===== config.mk =====
export PLATFORM = sky130hd
export DESIGN_NAME = rpq_payload_status
export DESIGN_NICKNAME = d
export VERILOG_FILES = /design/src/rpq_payload_status.v /design/src/rpq_queue.v
export VERILOG_INCLUDE_DIRS = /design/src /design/src/shared
export SDC_FILE = /design/constraint.sdc
export NUM_CORES = 2
export LEC_CHECK = 0
export BUFFER_PORTS_ARGS = -buffer_cell sky130_fd_sc_hd__buf_2
export CAP_MARGIN = 15
export CORE_AREA = 2 2 537 539
export CTS_BUF_LIST = sky130_fd_sc_hd__clkbuf_8
export DETAILED_ROUTE_END_ITERATION = 8
export DIE_AREA = 0 0 539 541
export PLACE_DENSITY_LB_ADDON = 0.1
export SLEW_MARGIN = 20
export SYNTH_ARGS = -nofsm -noshare
export SYNTH_HDL_FRONTEND = slang
export SYNTH_SLANG_ARGS = --single-unit

===== constraint.sdc =====
create_clock -name i_core_clk -period 37.2 [get_ports i_core_clk]
set_input_delay 3.72 -clock i_core_clk [delete_from_list [all_inputs] [get_ports i_core_clk]]
set_output_delay 3.72 -clock i_core_clk [all_outputs]
set_load 0.1 [all_outputs]

===== src/shared/rpq_consts.vh =====
// Purpose: constants for the payload queue status block
// Assumes: 8-bit registers on the command port, printed offsets
// Notes: offsets are register indices of the transceiver map
`ifndef RPQ_CONSTS_VH
`define RPQ_CONSTS_VH
`define RPQ_OFS_PIPE4_RX_WIDTH 5'h15
`define RPQ_OFS_PIPE5_RX_WIDTH 5'h16
`define RPQ_OFS_QUEUE_STATE 5'h17
`define RPQ_WIDTH_RESET 8'h00
`define RPQ_BIT_REUSE 6
`define RPQ_BIT_TX_FULL 5
`define RPQ_BIT_TX_EMPTY 4
`define RPQ_BIT_RX_FULL 1
`define RPQ_BIT_RX_EMPTY 0
`define RPQ_WIDTH_MSB 5
`define RPQ_MAX_LEN 6'h20
`define RPQ_DEPTH 3
`define RPQ_REPEAT_HOLD_NS 10000
`define RPQ_CLK_PERIOD_NS 4
`define RPQ_REPEAT_HOLD_CYC ((`RPQ_REPEAT_HOLD_NS + `RPQ_CLK_PERIOD_NS - 1) / `RPQ_CLK_PERIOD_NS)
`endif


===== src/rpq_payload_status.v =====
// Purpose: payload queues, pipe 4/5 widths and queue status register
// Assumes: command decode upstream gives single-cycle strobes on the core clock
// Notes: payloads move as whole 32-byte words with a separate length
//
// Overview of operation
// pipe 4 width is six bits, zero means unused, 1..32 is the byte count.
// pipe 5 width is six bits, resets to zero, else 1..32 bytes.
// status bit 6 sets on the repeat command and clears on tx load or tx flush.
// the host holds chip enable high at least 10 us to resend during repeat.
// status bit 5 is tx full and bit 4 tx empty, which resets to one.
// status bit 1 is rx full and bit 0 rx empty, which resets to one.
// ack payloads are write-only, tagged by pipe, sent only on that pipe in rx mode.
// at most three ack payloads pend, and same-pipe ones go out in fifo order.
// the tx store is a three-entry queue, loaded by command, drained only in tx mode.
// all pipes share one three-level rx queue drained by a read command.
// full means all three entries taken and empty means none, for both queues.
// reserved bits of the status and width registers read as zero.
`timescale 1ns/100ps
`include "rpq_consts.vh"
module rpq_payload_status #(
  parameter DEPTH = `RPQ_DEPTH,
  parameter HOLD_CYC = `RPQ_REPEAT_HOLD_CYC
) (
  input wire i_core_clk, // core clock, 250 MHz
  input wire i_rst_n, // async reset, active low
  input wire i_reg_wr, // register write strobe
  input wire i_reg_rd, // register read strobe
  input wire [4:0] i_reg_addr, // register index
  input wire [7:0] i_reg_wdata, // register write data
  output reg [7:0] o_reg_rdata, // register read data
  input wire i_tx_load, // load tx payload command
  input wire i_tx_flush, // flush tx command
  input wire i_repeat_last_cmd, // repeat last payload command
  input wire [255:0] i_pld_data, // payload bytes, byte 0 in [7:0]
  input wire [5:0] i_pld_len, // payload length 1..32
  input wire i_ack_load, // load ack payload command
  input wire [2:0] i_pipe_index, // pipe for the ack payload
  input wire i_rx_read, // read rx payload command
  input wire i_rx_flush, // flush rx command
  output reg [255:0] o_rx_data, // head rx payload
  output reg [5:0] o_rx_len, // head rx length
  output reg [2:0] o_rx_pipe, // head rx pipe
  input wire i_tx_mode, // radio in transmit mode
  input wire i_chip_enable, // chip enable pin, async
  input wire i_tx_sent, // radio finished a tx payload
  output reg o_tx_valid, // tx payload available
  output reg [255:0] o_tx_data, // tx payload to the radio
  output reg [5:0] o_tx_len, // tx payload length
  output wire o_resend, // retransmit last payload pulse
  input wire i_rx_store, // radio delivers a received payload
  input wire [255:0] i_rx_payload_queue, // received payload bytes
  input wire [5:0] i_rx_payload_queue_len, // received length
  input wire [2:0] i_rx_payload_queue_pipe, // received pipe
  input wire i_ack_req, // radio asks ack payload for a pipe
  input wire [2:0] i_ack_req_pipe, // pipe of the ack request
  output reg o_ack_hit, // ack payload found for the pipe
  output reg [255:0] o_ack_data, // ack payload bytes
  output reg [5:0] o_ack_len, // ack payload length
  output wire o_rx_width_ok // received length matches pipe width
);
  reg [5:0] p4_width_reg;
  reg [5:0] p5_width_reg;
  reg reuse_reg;
  reg ce_meta_reg;
  reg ce_sync_reg;
  reg [13:0] hold_reg;
  reg resend_done_reg;
  reg [264:0] ack_mem [0:DEPTH-1];
  reg [DEPTH-1:0] ack_vld_reg;
  reg [1:0] ack_pick;
  reg ack_found;
  reg [1:0] free_slot;
  reg free_found;
  integer i;
  integer j; // own index, so the lookup process never sees it move
  wire [261:0] tx_head;
  wire [264:0] rx_head;
  wire tx_full;
  wire tx_empty;
  wire rx_full;
  wire rx_empty;
  wire tx_pop;
  wire [7:0] status;

  // tx queue, pop only while transmitting
  assign tx_pop = i_tx_sent && i_tx_mode && !reuse_reg;
  rpq_queue #(.DW(262), .DEPTH(DEPTH)) u_txq (
    .i_core_clk(i_core_clk),
    .i_rst_n(i_rst_n),
    .i_flush(i_tx_flush),
    .i_push(i_tx_load),
    .i_data({i_pld_len, i_pld_data}),
    .i_pop(tx_pop),
    .o_head(tx_head),
    .o_count(),
    .o_full(tx_full),
    .o_empty(tx_empty)
  );

  // one rx queue shared by all pipes
  rpq_queue #(.DW(265), .DEPTH(DEPTH)) u_rxq (
    .i_core_clk(i_core_clk),
    .i_rst_n(i_rst_n),
    .i_flush(i_rx_flush),
    .i_push(i_rx_store),
    .i_data({i_rx_payload_queue_pipe, i_rx_payload_queue_len, i_rx_payload_queue}),
    .i_pop(i_rx_read),
    .o_head(rx_head),
    .o_count(),
    .o_full(rx_full),
    .o_empty(rx_empty)
  );

  // status word, reserved bits zero
  assign status = {1'b0, reuse_reg, tx_full, tx_empty, 2'b00, rx_full, rx_empty};

  // width registers, six bits kept
  always @(posedge i_core_clk or negedge i_rst_n)
  begin
    if (!i_rst_n)
    begin
      p4_width_reg <= 6'h00;
      p5_width_reg <= 6'h00;
    end
    else if (i_reg_wr)
    begin
      if (i_reg_addr == `RPQ_OFS_PIPE4_RX_WIDTH)
        p4_width_reg <= i_reg_wdata[`RPQ_WIDTH_MSB:0];
      if (i_reg_addr == `RPQ_OFS_PIPE5_RX_WIDTH)
        p5_width_reg <= i_reg_wdata[`RPQ_WIDTH_MSB:0];
    end
  end

  // register read, unmapped reads zero
  always @(posedge i_core_clk or negedge i_rst_n)
  begin
    if (!i_rst_n)
      o_reg_rdata <= 8'h00;
    else if (i_reg_rd)
    begin
      case (i_reg_addr)
        `RPQ_OFS_PIPE4_RX_WIDTH: o_reg_rdata <= {2'b00, p4_width_reg};
        `RPQ_OFS_PIPE5_RX_WIDTH: o_reg_rdata <= {2'b00, p5_width_reg};
        `RPQ_OFS_QUEUE_STATE: o_reg_rdata <= status;
        default: o_reg_rdata <= 8'h00;
      endcase
    end
  end

  // width check for fixed-length pipes; zero means pipe unused
  assign o_rx_width_ok = (i_rx_payload_queue_pipe == 3'h4) ? (p4_width_reg != 6'h00 &&
                         p4_width_reg <= `RPQ_MAX_LEN && i_rx_payload_queue_len == p4_width_reg) :
                         (i_rx_payload_queue_pipe == 3'h5) ? (p5_width_reg != 6'h00 &&
                         p5_width_reg <= `RPQ_MAX_LEN && i_rx_payload_queue_len == p5_width_reg) :
                         1'b1;

  // repeat flag, load or flush clears, set wins in a tie
  always @(posedge i_core_clk or negedge i_rst_n)
  begin
    if (!i_rst_n)
      reuse_reg <= 1'b0;
    else if (i_repeat_last_cmd)
      reuse_reg <= 1'b1;
    else if (i_tx_load || i_tx_flush)
      reuse_reg <= 1'b0;
  end

  // chip enable pin synchroniser
  always @(posedge i_core_clk or negedge i_rst_n)
  begin
    if (!i_rst_n)
    begin
      ce_meta_reg <= 1'b0;
      ce_sync_reg <= 1'b0;
    end
    else
    begin
      ce_meta_reg <= i_chip_enable;
      ce_sync_reg <= ce_meta_reg;
    end
  end

  // resend only after enable held the full time, once per high phase
  always @(posedge i_core_clk or negedge i_rst_n)
  begin
    if (!i_rst_n)
    begin
      hold_reg <= 14'h0000;
      resend_done_reg <= 1'b0;
    end
    else if (!ce_sync_reg || !reuse_reg)
    begin
      hold_reg <= 14'h0000;
      resend_done_reg <= 1'b0;
    end
    else if (hold_reg != HOLD_CYC[13:0])
      hold_reg <= hold_reg + 14'h0001;
    else
      resend_done_reg <= 1'b1;
  end
  assign o_resend = reuse_reg && i_tx_mode && !tx_empty &&
                    (hold_reg == HOLD_CYC[13:0]) && !resend_done_reg;

  // tx valid raised only in tx mode, tx head data and length driven in every mode
  always @(posedge i_core_clk or negedge i_rst_n)
  begin
    if (!i_rst_n)
    begin
      o_tx_valid <= 1'b0;
      o_tx_data <= 256'h0;
      o_tx_len <= 6'h00;
      o_rx_data <= 256'h0;
      o_rx_len <= 6'h00;
      o_rx_pipe <= 3'h0;
    end
    else
    begin
      o_tx_valid <= i_tx_mode && !tx_empty;
      o_tx_data <= tx_head[255:0];
      o_tx_len <= tx_head[261:256];
      o_rx_data <= rx_head[255:0];
      o_rx_len <= rx_head[261:256];
      o_rx_pipe <= rx_head[264:262];
    end
  end

  // oldest matching slot, slots kept in arrival order
  always @*
  begin
    ack_pick = 2'h0;
    ack_found = 1'b0;
    free_slot = 2'h0;
    free_found = 1'b0;
    for (i = DEPTH - 1; i >= 0; i = i - 1)
    begin
      if (ack_vld_reg[i] && ack_mem[i][264:262] == i_ack_req_pipe)
      begin
        ack_pick = i[1:0];
        ack_found = 1'b1;
      end
      if (!ack_vld_reg[i])
      begin
        free_slot = i[1:0];
        free_found = 1'b1;
      end
    end
  end

  // ack store: compacting queue, at most three pending
  always @(posedge i_core_clk or negedge i_rst_n)
  begin
    if (!i_rst_n)
    begin
      ack_vld_reg <= {DEPTH{1'b0}};
      o_ack_hit <= 1'b0;
      o_ack_data <= 256'h0;
      o_ack_len <= 6'h00;
    end
    else
    begin
      o_ack_hit <= i_ack_req && !i_tx_mode && ack_found;
      o_ack_data <= ack_mem[ack_pick][255:0];
      o_ack_len <= ack_mem[ack_pick][261:256];
      if (i_tx_flush)
        ack_vld_reg <= {DEPTH{1'b0}};
      else if (i_ack_req && !i_tx_mode && ack_found)
      begin
        // shift younger entries down to keep age order
        for (j = 0; j < DEPTH - 1; j = j + 1)
          if (j >= ack_pick)
          begin
            ack_mem[j] <= ack_mem[j + 1];
            ack_vld_reg[j] <= ack_vld_reg[j + 1];
          end
        ack_vld_reg[DEPTH-1] <= 1'b0;
      end
      else if (i_ack_load && free_found)
      begin
        ack_mem[free_slot] <= {i_pipe_index, i_pld_len, i_pld_data};
        ack_vld_reg[free_slot] <= 1'b1;
      end
    end
  end
endmodule // rpq_payload_status


===== src/rpq_queue.v =====
// Purpose: three-entry payload queue, one payload per entry
// Assumes: pushes and pops are single-cycle pulses on the core clock
// Notes: a push when full and a pop when empty are ignored
`timescale 1ns/100ps
module rpq_queue #(
  parameter DW = 264,
  parameter DEPTH = 3
) (
  input wire i_core_clk, // core clock
  input wire i_rst_n, // async reset, active low
  input wire i_flush, // drop all entries
  input wire i_push, // write one entry
  input wire [DW-1:0] i_data, // entry to write
  input wire i_pop, // drop the head entry
  output wire [DW-1:0] o_head, // head entry
  output wire [1:0] o_count, // entries held
  output wire o_full, // all entries taken
  output wire o_empty // no entry held
);
  reg [DW-1:0] mem [0:DEPTH-1];
  reg [1:0] wr_reg;
  reg [1:0] rd_reg;
  reg [1:0] cnt_reg;
  wire do_push;
  wire do_pop;
  // refuse overrun and underrun so the count stays honest
  assign do_push = i_push && (cnt_reg != DEPTH[1:0]);
  assign do_pop = i_pop && (cnt_reg != 2'h0);
  assign o_head = mem[rd_reg];
  assign o_count = cnt_reg;
  // full and empty flags
  assign o_full = (cnt_reg == DEPTH[1:0]);
  assign o_empty = (cnt_reg == 2'h0);
  // pointers and level
  always @(posedge i_core_clk or negedge i_rst_n)
  begin
    if (!i_rst_n)
    begin
      wr_reg <= 2'h0;
      rd_reg <= 2'h0;
      cnt_reg <= 2'h0;
    end
    else if (i_flush)
    begin
      wr_reg <= 2'h0;
      rd_reg <= 2'h0;
      cnt_reg <= 2'h0;
    end
    else
    begin
      if (do_push)
        wr_reg <= (wr_reg == DEPTH[1:0] - 2'h1) ? 2'h0 : wr_reg + 2'h1;
      if (do_pop)
        rd_reg <= (rd_reg == DEPTH[1:0] - 2'h1) ? 2'h0 : rd_reg + 2'h1;
      if (do_push && !do_pop)
        cnt_reg <= cnt_reg + 2'h1;
      else if (do_pop && !do_push)
        cnt_reg <= cnt_reg - 2'h1;
    end
  end
  // storage, no reset needed for payload bytes
  always @(posedge i_core_clk)
  begin
    if (do_push)
      mem[wr_reg] <= i_data;
  end
endmodule // rpq_queue


=== After elaboration in Yosys (flattened, before gate mapping) ===
Memories as Yosys holds them, arrays and structs flattened. A register that Yosys moved wholly into a read port is not among the register bits.
Index checks and enable logic that the tools add are counted.

* Bits of input ports: 561
* Bits in writable memories: 2376
* Logic and storage cells: 189
* Memories kept: 3
* Bits in registers: 55

{| class="wikitable"
|+ Memory list
! name !! depth !! width !! read ports !! clocked after memory_dff !! write ports !! line !! source
|-
| ack_mem || 3 || 265 || 4 || 1 || 2 || rpq_payload_status.v:68 || <nowiki>reg [264:0] ack_mem [0:DEPTH-1];</nowiki>
|-
| u_rxq.mem || 3 || 265 || 1 || 1 || 1 || rpq_queue.v:20 || <nowiki>reg [DW-1:0] mem [0:DEPTH-1];</nowiki>
|-
| u_txq.mem || 3 || 262 || 1 || 1 || 1 || rpq_queue.v:20 ||
|}

* Equal/unequal tests: 23
* Reduce and logical (&&, ||, !) cells: 63
* Muxes and demuxes: 65
* Bitwise operators: 1
* $add $sub $neg: 9
* Magnitude comparators: 6

{| class="wikitable"
|+ Operators with widths
! cell !! number
|-
| $mux W265 || 1
|-
| $reduce_or A265 Y1 || 1
|-
| $mux W2 || 25
|-
| $mux W1 || 32
|-
| $logic_and A1 B1 Y1 || 29
|-
| $mux W14 || 2
|-
| $pmux W7 S3 || 1
|-
| $reduce_bool A2 Y1 || 8
|-
| $eq A5 B5 Y1 const B || 3
|-
| $add A14 B1 Y14 const B || 1
|-
| $eq A14 B12 Y1 const B || 1
|-
| $ne A14 B12 Y1 const B || 1
|-
| $add A2 B1 Y2 const B || 6
|-
| $eq A2 B2 Y1 const B || 6
|-
| $eq A6 B6 Y1 || 2
|-
| $le A6 B6 Y1 const B || 2
|-
| $logic_not A1 Y1 || 12
|-
| $reduce_bool A6 Y1 || 2
|-
| $eq A3 B3 Y1 || 3
|-
| $mux W3 || 3
|-
| $reduce_bool A3 Y1 || 3
|-
| $reduce_and A2 Y1 || 4
|-
| $eq A3 B3 Y1 const B || 2
|-
| $ne A2 B2 Y1 const B || 3
|-
| other kinds (9) || 14
|}

=== Longest topological paths before layout ===
An unclocked memory read counts as a cell.

* Word-level depth: 13
* Gate-level depth with buffers: 8
* Depth with buffers taken out: 7

=== Hierarchy ===
Synthesis repeated with hierarchy kept, for this count alone.

* Cell total of the unflattened synthesis: 6673
* Area, all modules: 116818.3 µm²

{| class="wikitable"
|+ By module, submodules not included
! module !! area each (µm²) !! cells an instance !! seq. area each (µm²) !! instances
|-
| rpq_payload_status || 57632.8 || 3269 || 44667.8 || 1
|-
| rpq_queue (u_rxq) || 29769.8 || 1711 || 24023.0 || 1
|-
| rpq_queue (u_txq) || 29415.7 || 1693 || 23752.8 || 1
|}

=== Worst setup path after synthesis ===
No wires, ideal clock.

* Kind: input to register
* Start: input i_ack_req_pipe[0]
* End: memory ack_mem[2][0], enable pin
* Setup time: 1.539 ns
* Data required time: 35.661 ns
* Path slack: 6.409 ns
* Data arrival time: 29.252 ns
* Cell stages on the path: 4
* Path through: xnor2_1 > nand4_2 > a31oi_4 > nor4_1

{| class="wikitable"
|+ RTL lines
! element !! line !! source
|-
| start, declared || rpq_payload_status.v:55 || <nowiki>input wire [2:0] i_ack_req_pipe,</nowiki>
|-
| end, declared || rpq_payload_status.v:68 ||
|}

=== Worst setup path in the final report ===
* Start: input i_rx_payload_queue_len[4]
* End: output o_rx_width_ok

* Longest elaborated chain between the ends: 4
* Elaborated cells on any way between the ends: 6

{| class="wikitable"
|+ Ends and longest elaborated chain
! element !! line !! source
|-
| start, declared || rpq_payload_status.v:52 || <nowiki>input wire [5:0] i_rx_payload_queue_len,</nowiki>
|-
| $eq A6 B6 Y1 || rpq_payload_status.v:154 || <nowiki>p5_width_reg <= `RPQ_MAX_LEN && i_rx_payload_queue_len == p5_width_reg) :</nowiki>
|-
| $logic_and A1 B1 Y1 || rpq_payload_status.v:153 || <nowiki>(i_rx_payload_queue_pipe == 3'h5) ? (p5_width_reg != 6'h00 &&</nowiki>
|-
| $mux W1 || rpq_payload_status.v:153 ||
|-
| $mux W1 * || rpq_payload_status.v:151 || <nowiki>assign o_rx_width_ok = (i_rx_payload_queue_pipe == 3'h4) ? (p4_width_reg != 6'h00 &&</nowiki>
|-
| end, declared || rpq_payload_status.v:59 || <nowiki>output wire o_rx_width_ok</nowiki>
|}

Every way passes the cells marked *; elsewhere a longest branch is shown, timed or not.

==> impl_metrics.xml <==
<?xml version="1.0" encoding="UTF-8"?>
<metrics>
  <group name="yosys">
    <metric name="ys_seq_elements" unit="">3219</metric>
    <metric name="yosys.area_share.xor_xnor" unit="">0.00249</metric>
    <metric name="synth_flop_cell" unit="">sky130_fd_sc_hd__edfxtp_1</metric>
    <metric name="yosys-mux-area-fraction" unit="">0.120</metric>
    <metric name="synthTopCellsByArea" unit="">sky130_fd_sc_hd__edfxtp_1, sky130_fd_sc_hd__dfrtp_1, sky130_fd_sc_hd__mux2i_1</metric>
    <metric name="synth_enable_flop_cells" unit="">2376</metric>
    <metric name="ys_seq_area_frac" unit="">0.795</metric>
    <metric name="synth_area_leader_cell" unit="">sky130_fd_sc_hd__edfxtp_1</metric>
    <metric name="post_synth_inst_count" unit="">6693</metric>
    <metric name="yosysWarningCount" unit="">0</metric>
    <metric name="synth_simple_gate_area_share" unit="">0.0312</metric>
    <metric name="synth_common_cells" unit="">sky130_fd_sc_hd__edfxtp_1, sky130_fd_sc_hd__dfrtp_1, sky130_fd_sc_hd__mux2i_1</metric>
    <metric name="post_synth_fa_ha_maj_area_fraction" unit="">0.000215</metric>
    <metric name="syn-num-nets" unit="">7256</metric>
    <metric name="netlist_area" unit="sq um">116000</metric>
    <metric name="synth_cell_types" unit="">47</metric>
    <metric name="yosysMostFrequentCell" unit="">sky130_fd_sc_hd__edfxtp_1</metric>
    <metric name="synth-compound-area-share" unit="">0.0367</metric>
    <metric name="asyncSetResetFlopFracSynth" unit="">0.262</metric>
    <metric name="synth.top_cell.area_share" unit="">0.613</metric>
    <metric name="synth_top_family_by_area" unit="">multiplexers</metric>
    <metric name="postSynthAreaPerCell" unit="sq um">17.4</metric>
  </group>
  <group name="final_layout">
    <metric name="area_growth" unit="%">19.0</metric>
    <metric name="top_regs" unit="">ack_mem (795), u_rxq.mem (795), u_txq.mem (786)</metric>
    <metric name="finalNetCount" unit="">8941</metric>
    <metric name="utilization" unit="">0.483</metric>
    <metric name="finish.cell_count_without_fillers" unit="">12678</metric>
    <metric name="post_route_cells_drive_above_1_share" unit="">0.275</metric>
  </group>
  <group name="sta">
    <metric name="final.period_utilization" unit="">0.237</metric>
    <metric name="setup_total_negative_slack" unit="ps">0</metric>
    <metric name="setup_violations" unit="">0</metric>
    <metric name="timing_hold_violations_final" unit="">0</metric>
    <metric name="fin_hold_ws" unit="ps">364</metric>
    <metric name="fmax" unit="GHz">0.113</metric>
    <metric name="max_slew.worst_pin.slew" unit="ps">1190</metric>
    <metric name="finalMaxSlewViolations" unit="">0</metric>
    <metric name="timing.slew.headroom" unit="">0.210</metric>
    <metric name="post_route_clock_skew" unit="ps">83.7</metric>
    <metric name="setup_repair_after_global_routing_missed_its_margin" unit="">no</metric>
    <metric name="final_critical_delay_including_setup_and_external_delays" unit="ps">8820</metric>
  </group>
  <group name="worst_setup_path">
    <metric name="worst_ep_arrival_time" unit="ps">5100</metric>
    <metric name="critical_path_class" unit="">in -&gt; out</metric>
    <metric name="path_cells" unit="">buf_2 -&gt; xor2_1 -&gt; nor4_1 -&gt; o2111ai_1 -&gt; nand4b_1 -&gt; buf_2</metric>
    <metric name="start_kind" unit="">primary input</metric>
    <metric name="critical_path.top_delay_family" unit="">buffers and inverters</metric>
    <metric name="worst_ep_required_time" unit="ps">33480</metric>
    <metric name="max_stage_delay" unit="ps">440</metric>
    <metric name="crit_fanout" unit="">5</metric>
    <metric name="critical_path.n_buffers_inverters" unit="">2</metric>
    <metric name="critical_path.most_common_cell" unit="">sky130_fd_sc_hd__buf_2</metric>
    <metric name="critPathCaptureType" unit="">output pin</metric>
    <metric name="critical-path-slowest-cell" unit="">sky130_fd_sc_hd__buf_2</metric>
  </group>
  <group name="placed_design">
    <metric name="detailedPlacementHpwl" unit="mm">214</metric>
    <metric name="place_congestion" unit="">0.830</metric>
    <metric name="io_buffers" unit="">1358</metric>
    <metric name="numPlacedInstances" unit="">11601</metric>
  </group>
  <group name="detailed_routing">
    <metric name="vias_per_cell" unit="">5.01</metric>
    <metric name="drt_pre_antenna_iters" unit="">5</metric>
    <metric name="drt-wirelength-per-cell" unit="microns">26.4</metric>
    <metric name="count_of_routing_violations_after_the_opening_detailed_route_iteration" unit="">4272</metric>
    <metric name="wirelength" unit="mm">335</metric>
    <metric name="drc" unit="">0</metric>
    <metric name="detail-route-antenna-nets" unit="">0</metric>
    <metric name="route.vias.total" unit="">63486</metric>
  </group>
  <group name="grt">
    <metric name="vias_in_the_first_global_route" unit="">64124</metric>
    <metric name="antenna_found_initial" unit="">191</metric>
    <metric name="overflow_after_grt" unit="">0</metric>
    <metric name="grt_first_pass_wirelength" unit="mm">472</metric>
    <metric name="gr-usage-all-layers" unit="">0.224</metric>
    <metric name="grt_start_max_net_pins" unit="">193</metric>
  </group>
  <group name="pwr">
    <metric name="p_leak" unit="nW">50.2</metric>
    <metric name="combinational_share_of_power" unit="">0.122</metric>
    <metric name="part_of_the_total_power_dissipated_in_the_clock_network" unit="">0.377</metric>
    <metric name="power_density" unit="nW/um^2">59.3</metric>
    <metric name="peakVddDrop" unit="mV">0.0348</metric>
    <metric name="share_seq_of_total_power" unit="">0.501</metric>
    <metric name="sw_frac_of_total" unit="">0.292</metric>
    <metric name="p_switching" unit="W">0.00240</metric>
    <metric name="p_int" unit="W">0.00581</metric>
  </group>
  <group name="floorplan">
    <metric name="floorplan.core_area" unit="sq um">286000</metric>
    <metric name="die_area" unit="sq um">292000</metric>
    <metric name="ios" unit="">1362</metric>
    <metric name="die_height" unit="microns">541</metric>
    <metric name="fp_rows" unit="">197</metric>
    <metric name="floorplan.initialDensity" unit="">0.406</metric>
    <metric name="chipWidth" unit="microns">539</metric>
  </group>
  <group name="clocking">
    <metric name="holdBufCountCts" unit="">0</metric>
    <metric name="postCtsSetupRepairBufs" unit="">0</metric>
    <metric name="clkTransAtPathRegs" unit="ps">60</metric>
    <metric name="tritoncts.num_buffers" unit="">555</metric>
    <metric name="worst_skew_pair.late_latency" unit="ps">1190</metric>
    <metric name="ctsLongestPathBuffers" unit="">4</metric>
    <metric name="clock_tree.root_cell" unit="">sky130_fd_sc_hd__clkbuf_8</metric>
    <metric name="tritoncts" unit="">done</metric>
    <metric name="clock-sinks" unit="">3219</metric>
    <metric name="cts_resized" unit="">0</metric>
    <metric name="ctsHtreeMaxLevel" unit="">6</metric>
  </group>
  <group name="hold_path">
    <metric name="min-delay-path-class" unit="">reg -&gt; reg</metric>
  </group>
  <group name="run_status">
    <metric name="outcome" unit="">complete, no violations</metric>
  </group>
  <group name="run">
    <metric name="max_capacitance_violation_count" unit="">0</metric>
  </group>
</metrics>
==> cell type report <==
cell class | instances | area, sq um
multi-input cells | 3126 | 22300
inverters | 15 | 71.3
flip-flops and latches | 3219 | 92500
well taps | 3781 | 4730
clock buffers | 624 | 8590
diodes | 58 | 145
clock inverters | 394 | 2280
repair buffers | 1461 | 7760
fillers | 24666 | 148000
==> final timing paths <==
kind                                           start         endpoint  slack, ps  cells past startpoint
min in group asynchronous                    i_rst_n  o_ack_data[120]       2470                      1
hold / removal                           ce_meta_reg      ce_sync_reg        360                      0
setup / recovery           i_rx_payload_queue_len[4]    o_rx_width_ok      28380                      6
hold reg to reg                          ce_meta_reg      ce_sync_reg        360                      0
max in group asynchronous                    i_rst_n   o_tx_data[209]      30750                      6
setup reg to reg                     ack_mem[1][262]  o_ack_data[140]      32160                      8
==> power groups by stage <==
| stage | sequential, W | combinational [W] | clock (W) |
|---|---|---|---|
| final | 0.00411 | 0.00100 | 0.00309 |
| after floorplan | 0.00476 | 0.000174 | 0 |
| after global routing | 0.00413 | 0.00104 | 0.00334 |
| after detailed placement | 0.00418 | 0.00101 | 0 |
| after global placement | 0.00418 | 0.00101 | 0 |
| after CTS | 0.00411 | 0.00102 | 0.00318 |
==> placed cells by master, fill, tap and decap left out, drive strengths merged, types with 3 or more instances in the layout <==
cell       n
and3       7
diode     58
o22ai      8
clkbuf   624
nand2b     3
a22oi      6
xnor2     22
buf     1461
a211oi     3
bufinv     4
inv      293
xor2      11
nor3       9
nand2    554
nor2     302
clkinv   111
nor3b      3
nand3      8
mux2     543
nand4      9
o21ai    536
mux2i    789
edfxtp  2376
dfrtp    843
a21oi    279
nor2b      8
a31oi      3
==> cell families (layout without fill, tap and decap cells) <==
| family | count (synthesis) | after routing |
|---|---|---|
| DFF | 3219 | 3219 |
| muxes | 1332 | 1332 |
| and+or+nand+nor | 918 | 918 |
| AOI/OAI and AO/OA | 840 | 840 |
| buffers and inverters | 348 | 2494 |
| xor gates and xnor gates | 33 | 33 |
| adders and majority gates | 2 | 2 |
| other | 1 | 59 |
==> metrics by stage <==
step	total power (W)	setup slack, ps	instance area [sq um]
floorplan	0.00494	6410	116000
global placement	0.00519	28380	127000
detailed placement	0.00520	28390	127000
CTS	0.00831	28390	138000
global route	0.00851	28340	138000
finish	0.00821	28380	138000
==> routing by layer <==
| layer | share of wire | GRT usage | routed length (microns) |
|---|---|---|---|
| met1 | 0.39 | 0.266 | 130000 |
| met2 | 0.48 | 0.369 | 162000 |
| met3 | 0.091 | 0.0886 | 30600 |
| met4 | 0.033 | 0.0769 | 11200 |
| met5 | 0.0017 | 0 | 566 |
No activity file was read; power rests on OpenSTA's default activity.
